File: src/rtl/rps_pkg.sv
// constants for the four-rail power sequencer
// What this block does
// - rails power up at their up-slot
// - rails power down at their down-slot
// - first up strobe after power-good plus delay
// - up strobe spacing 3/6/9/12 ms
// - down strobe spacing 6/12/24/48 ms
// - first down strobe 3 or 6 ms
// - down spacing scaled 1x or 16x
package rps_pkg;
  // ****************************************
  // register indices, byte address is four times
  // ****************************************
  localparam logic [7:0] IDX_UP_ORDER = 8'h09;
  localparam logic [7:0] IDX_UP_DELAYS = 8'h0a;
  localparam logic [7:0] IDX_DN_ORDER = 8'h0b;
  localparam logic [7:0] IDX_DN_DELAYS = 8'h0c;
  localparam logic [7:0] IDX_STATUS = 8'h10;
  localparam int ADDR_IDX_LSB = 2;
  localparam int ADDR_IDX_W = 8;
  // ****************************************
  // reset values
  // ****************************************
  localparam logic [7:0] RST_UP_ORDER = 8'he4;
  localparam logic [7:0] RST_UP_DELAYS = 8'h55;
  localparam logic [7:0] RST_DN_ORDER = 8'h1e;
  localparam logic [7:0] RST_DN_DELAYS = 8'he0;
  // ****************************************
  // field positions
  // ****************************************
  localparam int DN_FIRST_BIT = 1;
  localparam int DN_MULT_BIT = 0;
  localparam int ST_RAIL_LSB = 0;
  localparam int ST_SLOT_LSB = 4;
  localparam int ST_STATE_LSB = 8;
  // ****************************************
  // timing
  // ****************************************
  localparam int CLK_PERIOD_NS = 20;
  localparam int MS_NS = 1000000;
  localparam logic [9:0] UP_STEP_MS = 10'h003;
  localparam logic [9:0] DN_BASE_MS = 10'h006;
  localparam logic [9:0] DN_FIRST_LO_MS = 10'h003;
  localparam logic [9:0] DN_FIRST_HI_MS = 10'h006;
  localparam int DN_MULT_SHIFT = 4;
  localparam logic [1:0] LAST_SLOT = 2'h3;
  // ****************************************
  // sequencer states
  // ****************************************
  typedef enum logic [3:0] {
    RPS_OFF = 4'h1,
    RPS_UP = 4'h2,
    RPS_ON = 4'h4,
    RPS_DN = 4'h8
  } rps_state_t;
endpackage

File: src/rtl/rps_sequencer.sv
// four-rail power sequencer with AHB-Lite register slave
//
// The AHB-Lite register port was chosen for this implementation.
`timescale 1ns/1ps
`default_nettype none
module rps_sequencer #(
  parameter int CYC_PER_MS = rps_pkg::MS_NS / rps_pkg::CLK_PERIOD_NS
) (
  // clock and reset
  input wire logic clk,
  input wire logic arst_n,
  // ahb-lite slave
  input wire logic hsel,
  input wire logic [31:0] haddr,
  input wire logic [1:0] htrans,
  input wire logic hwrite,
  input wire logic [2:0] hsize,
  input wire logic [31:0] hwdata,
  input wire logic hready,
  output logic [31:0] hrdata,
  output logic hreadyout,
  output logic hresp,
  // sequence triggers
  input wire logic negative_converter_power_good,
  input wire logic wake_request,
  // rail enables
  output logic high_gate_rail,
  output logic positive_source_rail,
  output logic low_gate_rail,
  output logic negative_source_rail,
  // slot strobes
  output logic sequence_slot_one,
  output logic sequence_slot_two,
  output logic sequence_slot_three,
  output logic sequence_slot_four
);
  localparam int PW = (CYC_PER_MS > 1) ? $clog2(CYC_PER_MS) : 1;

  // ****************************************
  // delay lookup
  // ****************************************
  function automatic logic [9:0] dly_ms(input logic up, input logic [1:0] s,
                                        input logic [7:0] ur,
                                        input logic [7:0] dr);
    logic [1:0] c;
    logic [9:0] b;
    c = up ? ur[{s, 1'b0} +: 2] : dr[{s, 1'b0} +: 2];
    b = rps_pkg::DN_BASE_MS;
    if (up) begin
      b = 10'(rps_pkg::UP_STEP_MS * (10'(c) + 10'h001));
    end else if (s == 2'h0) begin
      b = dr[rps_pkg::DN_FIRST_BIT] ? rps_pkg::DN_FIRST_HI_MS
                                    : rps_pkg::DN_FIRST_LO_MS;
    end else begin
      b = rps_pkg::DN_BASE_MS << c;
      if (dr[rps_pkg::DN_MULT_BIT]) begin
        b = b << rps_pkg::DN_MULT_SHIFT;
      end
    end
    return b;
  endfunction

  // ****************************************
  // registers and state
  // ****************************************
  logic [7:0] up_order_q, up_dly_q, dn_order_q, dn_dly_q;
  rps_pkg::rps_state_t st_q, st_d;
  logic [1:0] slot_q, slot_d;
  logic [9:0] ms_q;
  logic [PW-1:0] pre_q;
  logic [3:0] rail_q, rail_d, strobe_q;
  logic pg_q;
  logic wr_q;
  localparam int ADDR_IDX_W_L = rps_pkg::ADDR_IDX_W;
  logic [ADDR_IDX_W_L-1:0] widx_q;
  logic [31:0] hrdata_q;

  // ****************************************
  // bus decode
  // ****************************************
  wire addr_ok = hsel & htrans[1] & hready;
  wire [ADDR_IDX_W_L-1:0] ridx = haddr[rps_pkg::ADDR_IDX_LSB +: ADDR_IDX_W_L];
  wire [31:0] status_w = {20'h00000, st_q, 2'h0, slot_q, rail_q};
  wire [31:0] rd_val =
    (ridx == rps_pkg::IDX_UP_ORDER) ? {24'h000000, up_order_q} :
    (ridx == rps_pkg::IDX_UP_DELAYS) ? {24'h000000, up_dly_q} :
    (ridx == rps_pkg::IDX_DN_ORDER) ? {24'h000000, dn_order_q} :
    (ridx == rps_pkg::IDX_DN_DELAYS) ? {24'h000000, dn_dly_q} :
    (ridx == rps_pkg::IDX_STATUS) ? status_w : 32'h00000000;
  wire we_uo = wr_q & (widx_q == rps_pkg::IDX_UP_ORDER);
  wire we_ud = wr_q & (widx_q == rps_pkg::IDX_UP_DELAYS);
  wire we_do = wr_q & (widx_q == rps_pkg::IDX_DN_ORDER);
  wire we_dd = wr_q & (widx_q == rps_pkg::IDX_DN_DELAYS);
  assign hreadyout = 1'b1;
  assign hresp = 1'b0;
  assign hrdata = hrdata_q;

  always_ff @(posedge clk or negedge arst_n) begin
    if (!arst_n) begin
      wr_q <= 1'b0;
      widx_q <= '0;
      hrdata_q <= 32'h00000000;
    end else begin
      wr_q <= addr_ok & hwrite;
      widx_q <= ridx;
      if (addr_ok & ~hwrite) begin
        hrdata_q <= rd_val;
      end
    end
  end

  always_ff @(posedge clk or negedge arst_n) begin
    if (!arst_n) begin
      up_order_q <= rps_pkg::RST_UP_ORDER;
      up_dly_q <= rps_pkg::RST_UP_DELAYS;
      dn_order_q <= rps_pkg::RST_DN_ORDER;
      dn_dly_q <= rps_pkg::RST_DN_DELAYS;
    end else begin
      if (we_uo) up_order_q <= hwdata[7:0];
      if (we_ud) up_dly_q <= hwdata[7:0];
      if (we_do) dn_order_q <= hwdata[7:0];
      if (we_dd) dn_dly_q <= hwdata[7:0];
    end
  end

  // ****************************************
  // slot matching
  // ****************************************
  wire pg_rise = negative_converter_power_good & ~pg_q;
  wire ms_zero = (ms_q == 10'h000);
  wire fire_up = (st_q == rps_pkg::RPS_UP) & ms_zero & wake_request;
  wire fire_dn = (st_q == rps_pkg::RPS_DN) & ms_zero;
  wire [3:0] hit_up, hit_dn;
  genvar r;
  for (r = 0; r < 4; r++) begin : g_hit
    assign hit_up[r] = (up_order_q[2*r +: 2] == slot_q);
    assign hit_dn[r] = (dn_order_q[2*r +: 2] == slot_q);
  end
  wire [1:0] slot_nx = slot_q + 2'h1;

  // ****************************************
  // sequencer
  // ****************************************
  logic load;
  logic [9:0] load_ms;
  always_comb begin
    st_d = st_q;
    slot_d = slot_q;
    rail_d = rail_q;
    load = 1'b0;
    load_ms = 10'h000;
    case (st_q)
      rps_pkg::RPS_OFF: begin
        if (pg_rise & wake_request) begin
          st_d = rps_pkg::RPS_UP;
          slot_d = 2'h0;
          load = 1'b1;
          load_ms = dly_ms(1'b1, 2'h0, up_dly_q, dn_dly_q);
        end
      end
      rps_pkg::RPS_UP: begin
        if (!wake_request) begin
          st_d = rps_pkg::RPS_DN;
          slot_d = 2'h0;
          load = 1'b1;
          load_ms = dly_ms(1'b0, 2'h0, up_dly_q, dn_dly_q);
        end else if (fire_up) begin
          rail_d = rail_q | hit_up;
          if (slot_q == rps_pkg::LAST_SLOT) begin
            st_d = rps_pkg::RPS_ON;
          end else begin
            slot_d = slot_nx;
            load = 1'b1;
            load_ms = dly_ms(1'b1, slot_nx, up_dly_q, dn_dly_q);
          end
        end
      end
      rps_pkg::RPS_ON: begin
        if (!wake_request) begin
          st_d = rps_pkg::RPS_DN;
          slot_d = 2'h0;
          load = 1'b1;
          load_ms = dly_ms(1'b0, 2'h0, up_dly_q, dn_dly_q);
        end
      end
      rps_pkg::RPS_DN: begin
        if (fire_dn) begin
          rail_d = rail_q & ~hit_dn;
          if (slot_q == rps_pkg::LAST_SLOT) begin
            st_d = rps_pkg::RPS_OFF;
          end else begin
            slot_d = slot_nx;
            load = 1'b1;
            load_ms = dly_ms(1'b0, slot_nx, up_dly_q,
                             dn_dly_q);
          end
        end
      end
      default: begin
        st_d = rps_pkg::RPS_OFF;
        rail_d = 4'h0;
      end
    endcase
  end

  always_ff @(posedge clk or negedge arst_n) begin
    if (!arst_n) begin
      st_q <= rps_pkg::RPS_OFF;
      slot_q <= 2'h0;
      rail_q <= 4'h0;
      strobe_q <= 4'h0;
      pg_q <= 1'b0;
    end else begin
      st_q <= st_d;
      slot_q <= slot_d;
      rail_q <= rail_d;
      strobe_q <= (fire_up | fire_dn) ? (4'h1 << slot_q) : 4'h0;
      pg_q <= negative_converter_power_good;
    end
  end

  // ms timer, prescaled from the core clock
  always_ff @(posedge clk or negedge arst_n) begin
    if (!arst_n) begin
      ms_q <= 10'h000;
      pre_q <= '0;
    end else if (load) begin
      ms_q <= load_ms;
      pre_q <= '0;
    end else if (!ms_zero) begin
      if (pre_q == PW'(CYC_PER_MS - 1)) begin
        pre_q <= '0;
        ms_q <= ms_q - 10'h001;
      end else begin
        pre_q <= pre_q + PW'(1);
      end
    end
  end

  assign negative_source_rail = rail_q[0];
  assign low_gate_rail = rail_q[1];
  assign positive_source_rail = rail_q[2];
  assign high_gate_rail = rail_q[3];
  assign sequence_slot_one = strobe_q[0];
  assign sequence_slot_two = strobe_q[1];
  assign sequence_slot_three = strobe_q[2];
  assign sequence_slot_four = strobe_q[3];

  localparam logic [9:0] UP_STEP_MS_A = rps_pkg::UP_STEP_MS;
endmodule
`default_nettype wire

File: config.mk
export PLATFORM = sky130hd
export DESIGN_NAME = rps_sequencer
export DESIGN_NICKNAME = d
export VERILOG_FILES = /design/src/rtl/rps_pkg.sv /design/src/rtl/rps_sequencer.sv
export SDC_FILE = /design/constraint.sdc
export NUM_CORES = 1
export LEC_CHECK = 0
export BUFFER_PORTS_ARGS = -buffer_cell sky130_fd_sc_hd__buf_2
export CORE_MARGIN = 4
export CORE_UTILIZATION = 45
export CTS_CLUSTER_DIAMETER = 150
export DETAILED_ROUTE_END_ITERATION = 7
export GPL_ROUTABILITY_DRIVEN = 1
export PLACE_DENSITY = 0.68
export SLEW_MARGIN = 15
export SYNTH_ARGS = -nofsm -noshare
export SYNTH_HDL_FRONTEND = slang
export SYNTH_SLANG_ARGS = --single-unit
export TNS_END_PERCENT = 50
File: constraint.sdc
create_clock -name clk -period 4.9 [get_ports clk]
set_clock_uncertainty 0.2 [all_clocks]
set_input_delay 0.245 -clock clk [delete_from_list [all_inputs] [get_ports clk]]
set_output_delay 0.245 -clock clk [all_outputs]
set_load 0.1 [all_outputs]
== Yosys cells after proc, flatten, opt, wreduce, memory -nomap -nowiden ==
Index checks and enable logic that the tools add are counted.

* Register bits after elaboration: 114
* Output and inout port bits: 42
* Bits in writable memories: 0
* Bits in read-only memories: 0
* Logic and storage cells: 135
* Memories: 0
* Latch bits: 0
* Input port bits: 76

* Multipliers: 2
* Add/subtract/negate cells: 5
* Shift-type cells: 4
* Bitwise gates (word level): 20
* Divide/modulo/power cells: 0
* Mux-type cells: 49
* Eq/ne operators: 32
* $lt $le $gt $ge: 0
* Reductions and logical operators: 9

{| class="wikitable"
|+ Operators with widths
! operator !! number
|-
| $mux W10 || 7
|-
| $eq A8 B4 Y1 const B || 8
|-
| $mux W12 || 5
|-
| $mux W16 || 3
|-
| $mux W4 || 11
|-
| $pmux W10 S4 || 1
|-
| $mux W5 || 4
|-
| $add A16 B1 Y16 const B || 1
|-
| $eq A16 B16 Y1 const B || 1
|-
| $eq A2 B2 Y1 || 8
|-
| $pmux W4 S4 || 1
|-
| $shiftx A8 B4 Y2 || 2
|-
| $and A1 B1 Y1 || 13
|-
| $mux W2 || 6
|-
| $pmux W4 S3 || 1
|-
| $logic_not A10 Y1 || 1
|-
| $mul A2 B3 Y5 const A || 2
|-
| $ne A2 B2 Y1 const B || 5
|-
| $shl A3 B2 Y10 const A || 1
|-
| $sub A10 B1 Y10 const B || 1
|-
| $eq A8 B5 Y1 const B || 1
|-
| $pmux W2 S4 || 1
|-
| $add A2 B1 Y3 const B || 2
|-
| $mux W1 || 6
|-
| 25 further kinds || 29
|}

== Logic depth before layout (Yosys ltp) ==
Gate-level depths: netlist (run 1).

* Depth after elaboration: 9
* Gate-level depth with buffers: 11
* Gate-level depth less buffers: 9

== Worst setup path before layout (run 1) ==
OpenSTA, ideal clock, no wires.

* Path kind: reg-to-reg
* Start: reg slot_q[0]
* End: reg ms_q[7]
* Stages on the path, launching flop included: 11
* Arrival time: 2.853 ns
* Period minus slack after synthesis: 3.174 ns
* Path buffers: 2
* Setup time: 0.121 ns
* Setup slack: 1.726 ns
* Data required time: 4.579 ns
* Path through: dfrtp_1 clkbuf_1 buf_1 inv_1 ha_1 mux4_2 inv_1 ha_1 and4b_1 a2bb2oi_1 o22a_1

* Longest elaborated chain between the ends: 9
* Elaborated cells on any way between the ends: 19
* Classes of those cells: 1 x add/sub; 2 x eq/ne; 2 x shift; 11 x mux; 3 x reduce/logical

{| class="wikitable"
|+ Ends and longest elaborated chain
! what !! line !! text
|-
| start: declaration || rps_sequencer.sv:68 || <nowiki>logic [1:0] slot_q, slot_d;</nowiki>
|-
| start signal: assignment || rps_sequencer.sv:215 || <nowiki>slot_q <= slot_d;</nowiki>
|-
| $add A2 B1 Y2 || rps_sequencer.sv:139 || <nowiki>wire [1:0] slot_nx = slot_q + 2'h1;</nowiki>
|-
| $shiftx A8 B4 Y2 || rps_sequencer.sv:47 || <nowiki>c = up ? ur[{s, 1'b0} +: 2] : dr[{s, 1'b0} +: 2];</nowiki>
|-
| $shl A3 B2 Y10 || rps_sequencer.sv:55 || <nowiki>b = rps_pkg::DN_BASE_MS << c;</nowiki>
|-
| $mux W10 || rps_sequencer.sv:56 || <nowiki>if (dr[rps_pkg::DN_MULT_BIT]) begin</nowiki>
|-
| $mux W10 || rps_sequencer.sv:51 || <nowiki>end else if (s == 2'h0) begin</nowiki>
|-
| $mux W10 || rps_sequencer.sv:189 || <nowiki>if (slot_q == rps_pkg::LAST_SLOT) begin</nowiki>
|-
| $mux W10 || rps_sequencer.sv:187 || <nowiki>if (fire_dn) begin</nowiki>
|-
| $pmux W10 S4 || rps_sequencer.sv:152 || <nowiki>case (st_q)</nowiki>
|-
| $mux W10 || rps_sequencer.sv:227 || <nowiki>end else if (load) begin</nowiki>
|-
| end signal: assignment || rps_sequencer.sv:228 || <nowiki>ms_q <= load_ms;</nowiki>
|-
| end signal: assignment || rps_sequencer.sv:233 || <nowiki>ms_q <= ms_q - 10'h001;</nowiki>
|-
| end: declaration || rps_sequencer.sv:69 || <nowiki>logic [9:0] ms_q;</nowiki>
|}

Several ways; a longest one is shown, not always the timed one.
A chain may end at the register's enable or synchronous reset.

== Final worst setup path (run 1) ==
* Start: reg slot_q[1]
* End: reg ms_q[2]

* Longest elaborated chain between the ends: 9
* Elaborated cells on any way between the ends: 25
* Classes of those cells: 2 x add/sub; 1 x mul; 2 x eq/ne; 3 x shift; 14 x mux; 3 x reduce/logical

{| class="wikitable"
|+ Ends and longest elaborated chain
! what !! line
|-
| $add A2 B1 Y2 || rps_sequencer.sv:139
|-
| $shiftx A8 B4 Y2 (on tied branches) || -
|-
| $add A2 B1 Y3 or $shl A3 B2 Y10 (tied branches) || rps_sequencer.sv:50, rps_sequencer.sv:55
|-
| $mul A2 B3 Y5 or $mux W10 (tied branches) || rps_sequencer.sv:50, rps_sequencer.sv:56
|-
| $mux W5 or $mux W10 (tied branches) || rps_sequencer.sv:169, rps_sequencer.sv:51
|-
| $mux W5 or $mux W10 (tied branches) || rps_sequencer.sv:167, rps_sequencer.sv:189
|-
| $mux W5 or $mux W10 (tied branches) || rps_sequencer.sv:162, rps_sequencer.sv:187
|-
| $pmux W10 S4 || rps_sequencer.sv:152
|-
| $mux W10 || rps_sequencer.sv:227
|}

Several ways; a longest one is shown, not always the timed one.

==> impl_metrics.csv, run 1 <==
group,metric,value,unit
power_and_ir_drop,p_int,1320,uW
floorplan,die_area,13700,um2
worst_setup_path,path_max_fanout,12,
power_and_ir_drop,p_switching,683,uW
worst_setup_path,critPathArrivalTime,3280,ps
clock_network,cts_tree,"done",
power_and_ir_drop,power,2010,uW
synth,synth_seq_cells,94,
synth,syn_inst,524,
routing,vias_per_cell,5.84,
layout,antenna_cells,0,
routing,firstDrtPassIters,5,
layout,utilization,53.0,%
run_status,outcome,"completed",
synth,yosysSeqAreaShare,44.4,%
timing,slew_viol_final,0,
clock_network,clockBufferDepth,2,
global_route,gr-total-overflow,0,
clock_network,htreeDepth,3,
synth,synth_xor_area_share,6.06,%
timing,setup_viol,0,
power_and_ir_drop,switching_share,34.0,%
synth,synth_mux_area_share,8.38,%
clock_network,clock_latency,350,ps
layout,area_growth,14.2,%
layout,layout.cells.most_common,"dfrtp_1",
worst_setup_path,required,4900,ps
clock_network,clockRootBuffer,"clkbuf_16",
timing,fmax,305,MHz
timing,tightest_slew,1230,ps
global_route,grt_max_degree,65,
layout,layout_common_cells,"dfrtp_1 (78), buf_2 (42), nor2_1 (38)",
place,gp_routability_congestion,0.888,
clock_network,cts_sinks,94,
global_route,grt_pass1_wl,21600,um
power_and_ir_drop,vdd.ir_drop.worst,204,uV
floorplan,initial_utilization,46.4,%
synth,ys_async_sr_fraction,100,%
timing,finalCritPeriodShare,66.9,%
routing,drt_iter0_drc,305,
global_route,grt_util_all_layers,20.3,%
worst_setup_path,start_kind,"flop",
timing,maxSlewHeadroom,17.8,%
timing,finalHoldViolations,0,
power_and_ir_drop,p_per_area,329,nW/um2
timing,rsz0062_at_grt,"false",
floorplan,die_y,117,um
power_and_ir_drop,p_comb_share,20.8,%
power_and_ir_drop,leakage,0.00272,uW
place,hpwl,9180,um
synth,synth_fa_ha_area_share,3.98,%
synth,synth-simple-area-share,18.2,%
routing,num_vias,4262,
routing,routed_wl,13000,um
layout,final_nets,675,
place,place_area,5610,um2
worst_hold_path,hold_path_class,"flop to flop",
global_route,antenna_found_initial,0,
synth,synth_edf_count,0,
worst_setup_path,critPathKind,"flop to flop",
timing,fin_setup_tns,0,ps
worst_setup_path,critical_path.endpoint_type,"flop",
synth,ys.flop_type,"dfrtp_1",
layout,design_area,6110,um2
timing,period_minus_slack,3280,ps
floorplan,die_x,117,um
place,port_buffers,43,
synth,ys_types,63,
routing,drc,0,
floorplan,rows,39,
global_route,grt_pass1_vias,4227,
floorplan,ios,118,
layout,fillers,1019,
layout,drive_above_1_share,21.5,%
synth,synth_compound_area_share,13.1,%
routing,post_drt_wl_per_cell,17.9,um
clock_network,post_cts_resized,0,
job,max_cap_viol_count,0,
floorplan,coreArea,11500,um2
synth,synthesis.area,5350,um2
synth,yosysWarnings,0,
synth,syn_avg_cell_area,10.2,um2
synth,synth_top_family_by_area,"simple AND/OR/NAND/NOR gates",
routing,drtAntennaViolNets,0,
power_and_ir_drop,seq_power_share,44.9,%
power_and_ir_drop,clockPowerShare,34.4,%
clock_network,clk_pin_slew,70,ps
clock_network,numCtsBuffers,9,
routing by layer:
metal | GRT usage, % | vias up | wire length, um
met4 | 5.96 | 0 | 198
met1 | 26.9 | 2117 | 5390
li1 | - | 1971 | -
met3 | 4.42 | 16 | 889
met2 | 33.7 | 158 | 6560
met5 | 0 | - | 0
sequential cells by signal, summed over array words and instances (netlist names):
| register | flops |
|---|---|
| hrdata | 12 |
| up_order_q | 8 |
| dn_dly_q | 8 |
| ms_q | 10 |
| slot_q | 2 |
| rail_q | 4 |
| wr_q | 1 |
| dn_order_q | 8 |
| st_q | 4 |
| pre_q | 16 |
| strobe_q | 4 |
| pg_q | 1 |
| up_dly_q | 8 |
| widx_q | 8 |
synthesized netlist by cell type (3+ instances only):
master     instances  area (um2)
a31oi_1            7        43.8
xnor2_1           20         175
a2bb2oi_1          4        35.0
inv_1             17        63.8
and4_1             3        26.3
a21oi_1           26         130
or4b_2             3        30.0
clkbuf_1          11        41.3
or3_1              3        18.8
o31ai_1            7        52.6
a211oi_1           3        22.5
buf_4             22         165
o21a_1             3        22.5
o22a_1             4        35.0
a22oi_1            6        45.0
nor3_1            12        60.1
o22ai_1            7        43.8
nand2b_1           6        37.5
and3_1             5        31.3
nor2b_1            7        43.8
and2_1            10        62.6
dfstp_2           16         420
ha_1              17         213
xor2_1            17         149
nor4_1             7        43.8
nand3_1           19        95.1
buf_2              6        30.0
nand2_1           29         109
o2bb2ai_1          5        43.8
o21ai_0           24         120
mux2_2            30         338
dfrtp_1           78        1950
nand4_1            3        18.8
mux4_2             4        90.1
nor4bb_1           3        30.0
nor4b_1            7        61.3
nor2_1            38         143
what timing repair did:
item	CTS	global route
setup endpoints to repair	0	0
buffers inserted	0	0
endpoints found under the hold margin	100	0
hold buffers	21	0
path summary, 6_finish.rpt:
path	startpoint	to	slack, ps	depth (start not counted)
worst max register to register	slot_q[1]	ms_q[2]	1620	9
worst max-delay path	slot_q[1]	ms_q[2]	1620	9
worst min-delay path	hrdata[11]	hrdata[11]	280	2
min in group asynchronous	arst_n	pre_q[3]	330	2
max in group asynchronous	arst_n	up_dly_q[4]	3200	3
worst min register to register	hrdata[11]	hrdata[11]	280	2
kinds of logic after synthesis:
logic type | after synthesis
compound gates | 108
xor+xnor | 37
fa+ha+maj | 17
buf+inv | 58
flops | 94
mux | 36
other cells | 2
simple gates | 172
area by class of cell:
| class | instances | area, um2 | share of cell area [%] |
|---|---|---|---|
| Multi-Input combinational cell | 392 | 2740 | 44.9 |
| Sequential cell | 94 | 2370 | 38.9 |
| Timing Repair Buffer | 68 | 458 | 7.50 |
| Clock buffer | 10 | 239 | 3.91 |
| Tap cell | 143 | 179 | 2.93 |
| Inverter | 17 | 63.8 | 1.05 |
| Clock inverter | 6 | 51.3 | 0.840 |
critical path, stage by stage (launching register included):
cell	delay (ps)
dfrtp_1	750
inv_1	210
ha_1	460
mux4_2	600
inv_1	110
ha_1	170
xor2_1	140
nor4_1	70
a211oi_1	290
mux2i_1	120
stage by stage:
step / worst slack [ps] / instances / hold WS [ps]
floorplan: 1730 / 544 / -251
global placement: 1670 / 693 / 167
detailed placement: 1680 / 693 / 167
CTS: 1650 / 730 / 288
global route: 1420 / 730 / 307
finish: 1620 / 730 / 283
power groups by stage:
stage / logic, uW / clock network (uW) / registers, uW
floorplan: 259 / 0 / 971
global placement: 394 / 0 / 910
detailed placement: 402 / 0 / 914
CTS: 416 / 700 / 900
global route: 452 / 738 / 911
finish: 417 / 690 / 901
Power figures use the tool's default switching activity.
==> run 2: changes to the inputs <==
--- a/config.mk
+++ b/config.mk
@@ -11,7 +11,7 @@
 export CTS_CLUSTER_DIAMETER = 150
 export DETAILED_ROUTE_END_ITERATION = 7
 export GPL_ROUTABILITY_DRIVEN = 1
-export PLACE_DENSITY = 0.68
+export PLACE_DENSITY = 0.71
 export SLEW_MARGIN = 15
 export SYNTH_ARGS = -nofsm -noshare
 export SYNTH_HDL_FRONTEND = slang
==> constraint.sdc (replaced) <==
create_clock -name clk -period 2.8 [get_ports clk]
set_clock_uncertainty 0.2 [all_clocks]
set_input_delay 0.14 -clock clk [delete_from_list [all_inputs] [get_ports clk]]
set_output_delay 0.14 -clock clk [all_outputs]
set_load 0.1 [all_outputs]
==> run 2 against run 1 <==
Against the previous run:
- first-iteration DRC count is 9.5% lower
- worst setup slack got worse by 1600 ps
- die area unchanged
- largest cell class unchanged
==> impl_metrics.csv, run 2 (synthesis results as in run 1) <==
group,metric,value,unit
routing,drtAntennaViolNets,0,
clock_network,clock_latency,350,ps
run_status,outcome,"completed",
worst_setup_path,slowest_delay,450,ps
layout,final_nets,693,
worst_setup_path,crit-reg2reg-launch,"ms_q[1]",
floorplan,ios,118,
power_and_ir_drop,switching_share,32.5,%
power_and_ir_drop,vdd.ir_drop.worst,422,uV
routing,firstDrtPassIters,5,
timing,period_minus_slack,2730,ps
worst_setup_path,reg2reg_slack,70,ps
floorplan,die_y,117,um
power_and_ir_drop,seq_power_share,43.9,%
routing,num_vias,4305,
worst_setup_path,critical_path.endpoint_type,"flop",
timing,finalCritPeriodShare,97.4,%
worst_setup_path,start_kind,"flop",
layout,layout.cells.non_filler,748,
layout,area_growth,17.6,%
floorplan,initial_utilization,46.4,%
power_and_ir_drop,leakage,0.00281,uW
clock_network,numCtsBuffers,9,
worst_setup_path,crit_family,"compound AO/OA/AOI/OAI gates",
timing,maxSlewHeadroom,32.0,%
timing,setup_viol,0,
worst_setup_path,crit_slowest_cell,"or4b_4",
floorplan,die_area,13700,um2
clock_network,cts_tree,"done",
timing,finalHoldViolations,0,
layout,largest_register,"pre_q",
job,max_cap_viol_count,0,
global_route,grt_util_all_layers,20.8,%
routing,routed_wl,13600,um
timing,worst_hold_slack,183,ps
timing,setup_slack,73.3,ps
layout,layout_common_cells,"dfrtp_1 (77), buf_2 (42), nor2_1 (38)",
timing,tightest_slew,1020,ps
place,place_area,5750,um2
worst_setup_path,required,2820,ps
global_route,grt_pass1_vias,4406,
clock_network,clockRootBuffer,"clkbuf_16",
floorplan,rows,39,
place,post-place-cells,711,
worst_setup_path,path_cells,"inv_1 -> ha_1 -> or4b_4 -> buf_4 -> nor3_1 -> buf_4 -> o21ai_0 -> o21ai_0 -> o31ai_1",
worst_setup_path,critPathKind,"flop to flop",
layout,fillers,1009,
worst_setup_path,r2r_end,"rail_q[3]",
power_and_ir_drop,p_per_area,571,nW/um2
worst_hold_path,hold_path_class,"primary input to flop",
layout,antenna_cells,0,
floorplan,coreArea,11500,um2
layout,largest_reg_flops,16,
clock_network,htreeDepth,3,
timing,fin_setup_tns,0,ps
place,pre_cts_slack,16.9,ps
timing,rsz0062_at_grt,"false",
place,port_buffers,43,
clock_network,clk_pin_slew,70,ps
timing,fmax,367,MHz
place,hpwl,9600,um
routing,drt_iter0_drc,276,
layout,layout.cells.most_common,"dfrtp_1",
worst_setup_path,crit_buf_inv,3,
routing,vias_per_cell,5.76,
routing,drc,0,
worst_setup_path,ff2ff_path_depth,9,
power_and_ir_drop,p_int,2430,uW
floorplan,die_x,117,um
timing,slew_viol_final,0,
global_route,antenna_found_initial,0,
routing,post_drt_wl_per_cell,18.1,um
global_route,grt_max_degree,79,
worst_setup_path,critPathArrivalTime,2750,ps
clock_network,cts_sinks,94,
power_and_ir_drop,p_comb_share,21.4,%
layout,drive_above_1_share,24.0,%
global_route,grt_pass1_wl,22000,um
worst_setup_path,path_max_fanout,12,
place,gp_routability_congestion,0.884,
clock_network,clockBufferDepth,2,
worst_hold_path,min_to,"hrdata[9]",
global_route,gr-total-overflow,0,
worst_hold_path,min_from,"htrans[1]",
power_and_ir_drop,p_switching,1170,uW
layout,design_area,6290,um2
power_and_ir_drop,clockPowerShare,34.7,%
worst_hold_path,whs_path_depth,6,
[run 2: cell type report]
cell class / instances / area [um2] / share of cell area, %
repair buffers: 86 / 593 / 9.43
flip-flops and latches: 94 / 2370 / 37.8
well taps: 143 / 179 / 2.85
inverters: 17 / 63.8 / 1.01
clock inverters: 4 / 55.1 / 0.876
multi-input cells: 392 / 2780 / 44.2
clock buffers: 12 / 246 / 3.92
[run 2: what timing repair did]
action | 4_1_cts | 5_1_grt
setup buffers | 0 | 0
endpoints found under the setup margin | 1 | 5
hold endpoints to repair | 105 | 0
cloned | 0 | 0
hold buffers | 21 | 0
resized for setup | 1 | 3
[run 2: metrics by stage]
stage                     total power [uW]  utilization (%)
after CTS                             3610             54.5
final                                 3590             54.6
after floorplan                       2150                -
after global placement                2310             50.0
after detailed placement              2330             50.0
after global routing                  3760             54.6
[run 2: worst register-to-register path, cell delays in order (launching register included)]
cell and delay (ps):
dfrtp_1 410, inv_1 90, ha_1 130, or4b_4 450
buf_4 160, nor3_1 190, buf_4 260, o21ai_0 330
o21ai_0 290, o31ai_1 110
[run 2: power by group through the flow]
stage | registers, uW | logic, uW | clock network, uW
2_1_floorplan | 1700 | 454 | 0
3_3_place_gp | 1590 | 720 | 0
3_5_place_dp | 1600 | 734 | 0
4_1_cts | 1570 | 761 | 1270
5_1_grt | 1590 | 829 | 1340
6_report | 1580 | 767 | 1250
[run 2: per-layer routing]
layer,share of wire (%),vias to the layer above,GRT usage [%]
met5,0,-,0
met4,2.7,0,9.02
met3,5.5,26,5.30
met2,51,141,35.2
met1,41,2141,25.2
li1,-,1997,-
[run 2: how the worst max path moves through the flow]
stage | from | to | cells after the start
after CTS | slot_q[0] | ms_q[7] | 8
final | ms_q[1] | rail_q[3] | 9
after floorplan | slot_q[0] | ms_q[7] | 10
after detailed placement | ms_q[1] | pre_q[8] | 10
after global placement | ms_q[1] | pre_q[9] | 10
after global routing | ms_q[1] | pre_q[3] | 10
==> run 3: changes to the inputs <==
--- a/config.mk
+++ b/config.mk
@@ -7,11 +7,10 @@
 export LEC_CHECK = 0
 export BUFFER_PORTS_ARGS = -buffer_cell sky130_fd_sc_hd__buf_2
 export CORE_MARGIN = 4
-export CORE_UTILIZATION = 45
+export CORE_UTILIZATION = 39
 export CTS_CLUSTER_DIAMETER = 150
 export DETAILED_ROUTE_END_ITERATION = 7
 export GPL_ROUTABILITY_DRIVEN = 1
-export PLACE_DENSITY = 0.71
 export SLEW_MARGIN = 15
 export SYNTH_ARGS = -nofsm -noshare
 export SYNTH_HDL_FRONTEND = slang
==> run 3 against run 2 <==
Against the previous run:
- sequential power hardly changed
- die area increased by 14%
- via count shrank 2.2%
- worst hold slack improved by 9.6 ps
- critical path depth fell by 1
- clock power rose by 12%
- routed wire length decreased by 1.0%
==> impl_metrics.csv, run 3 (synthesis results as in run 1) <==
group,metric,value,unit
run_status,outcome,"completed",
worst_hold_path,min_from,"htrans[1]",
worst_setup_path,required,2860,ps
global_route,grt_pass1_vias,4316,
worst_setup_path,crit_slowest_cell,"or4b_4",
routing,firstDrtPassIters,5,
routing,drc,0,
layout,layout_common_cells,"dfrtp_1 (76), buf_2 (42), nor2_1 (38)",
worst_hold_path,whs_path_depth,6,
layout,multiInputGateArea,2780,um2
worst_setup_path,crit-reg2reg-launch,"ms_q[0]",
layout,layout.cells.most_common,"dfrtp_1",
timing,fmax,368,MHz
layout,largest_register,"pre_q",
routing,drt_iter0_drc,301,
power_and_ir_drop,p_per_area,587,nW/um2
clock_network,cts_sinks,94,
worst_setup_path,slowest_delay,490,ps
worst_setup_path,crit_start,"ms_q[0]",
floorplan,die_x,125,um
global_route,grt_util_all_layers,17.6,%
layout,drive_above_1_share,24.3,%
layout,final_nets,689,
floorplan,coreArea,13300,um2
floorplan,initial_utilization,40.1,%
power_and_ir_drop,p_int,2530,uW
routing,drtAntennaViolNets,0,
routing,post_drt_wl_per_cell,17.3,um
place,gp_routability_congestion,0.887,
global_route,gr-total-overflow,0,
power_and_ir_drop,switching_share,32.1,%
clock_network,clk_pin_slew,70,ps
worst_setup_path,critPathKind,"flop to flop",
job,max_cap_viol_count,0,
power_and_ir_drop,leakage,0.00282,uW
layout,largest_reg_flops,16,
clock_network,clock_latency,350,ps
layout,design_area,6350,um2
timing,finalHoldViolations,0,
worst_setup_path,path_max_fanout,16,
routing,routed_wl,13400,um
worst_setup_path,critical_path.endpoint_type,"flop",
power_and_ir_drop,seq_power_share,42.3,%
layout,area_growth,18.8,%
layout,seqCellArea,2370,um2
clock_network,htreeDepth,3,
power_and_ir_drop,clockPowerShare,37.6,%
power_and_ir_drop,p_comb_share,20.0,%
worst_hold_path,hold_path_class,"primary input to flop",
worst_setup_path,ff2ff_path_depth,8,
clock_network,clockRootBuffer,"clkbuf_16",
power_and_ir_drop,p_switching,1200,uW
timing,setup_viol,0,
floorplan,rows,42,
worst_setup_path,path_cells,"inv_1 -> ha_1 -> or4b_4 -> or3_1 -> buf_4 -> or3_4 -> or2_0 -> a22oi_1",
layout,layout.cells.non_filler,777,
global_route,grt_pass1_wl,22500,um
timing,maxSlewHeadroom,33.7,%
floorplan,die_y,125,um
place,post-place-cells,740,
timing,slew_viol_final,0,
timing,setup_slack,80.2,ps
global_route,antenna_found_initial,0,
clock_network,clockBufferDepth,2,
layout,utilization,47.6,%
place,port_buffers,43,
place,hpwl,9710,um
timing,finalCritPeriodShare,97.1,%
clock_network,numCtsBuffers,9,
layout,fillers,1275,
floorplan,die_area,15600,um2
clock_network,cts_tree,"done",
power_and_ir_drop,vdd.ir_drop.worst,366,uV
routing,vias_per_cell,5.42,
place,place_area,5780,um2
floorplan,ios,118,
worst_setup_path,start_kind,"flop",
timing,period_minus_slack,2720,ps
worst_setup_path,critPathArrivalTime,2780,ps
timing,rsz0062_at_grt,"true",
place,pre_cts_slack,33.5,ps
global_route,grt_max_degree,79,
clock_network,post_cts_buffers,0,
routing,num_vias,4211,
timing,tightest_slew,994,ps
layout,antenna_cells,0,
-- run 3: worst max-delay path: cells and delay by family (launching register included) --
kind / cells / cell delay (ps)
simple gates: 4 / 1410
flops: 1 / 420
buf+inv: 2 / 310
fa+ha+maj: 1 / 140
compound gates: 1 / 150
-- run 3: worst paths after layout --
| path | to | slack, ps |
|---|---|---|
| max | ms_q[3] | 80 |
| min | hrdata[10] | 190 |
| max reg2reg | ms_q[3] | 80 |
| min reg2reg | hrdata[11] | 280 |
| max in group asynchronous | up_dly_q[5] | 1410 |
| min in group asynchronous | pre_q[10] | 270 |
-- run 3: metrics by stage --
stage / setup TNS, ps / hold slack, ps / power (uW)
floorplan: 0 / -356 / 2150
CTS: 0 / 190 / 3740
global route: -12.0 / 243 / 3870
detailed placement: 0 / 65.6 / 2320
global placement: 0 / 65.6 / 2300
finish: 0 / 193 / 3730
-- run 3: area by class of cell --
class	instances	area share, %
clock buffer	11	3.98
sequential	94	37.4
inverter	17	1.00
tap	176	3.47
multi-input combinational	392	43.7
timing repair buffer	82	9.06
clock inverter	5	1.40
-- run 3: layer usage --
layer | vias to the layer above | GRT usage [%] | part of all wire (%)
li1 | 1996 | - | -
met1 | 2071 | 22.8 | 42
met2 | 124 | 29.9 | 51
met3 | 20 | 3.45 | 5.2
met4 | 0 | 5.61 | 1.9
met5 | - | 0 | 0
-- run 3: what timing repair did --
item                                    4_1_cts  5_1_grt
endpoints found under the setup margin        0        7
hold endpoints to repair                    104        0
hold buffers                                 21        0
resized for setup                             0        6
-- run 3: power by group through the flow --
stage                     Clock, uW  Sequential [uW]  Combinational, uW
after floorplan                   0             1700                454
after global placement            0             1590                709
after detailed placement          0             1600                720
after CTS                      1420             1580                746
after global routing           1470             1590                809
final                          1400             1580                747
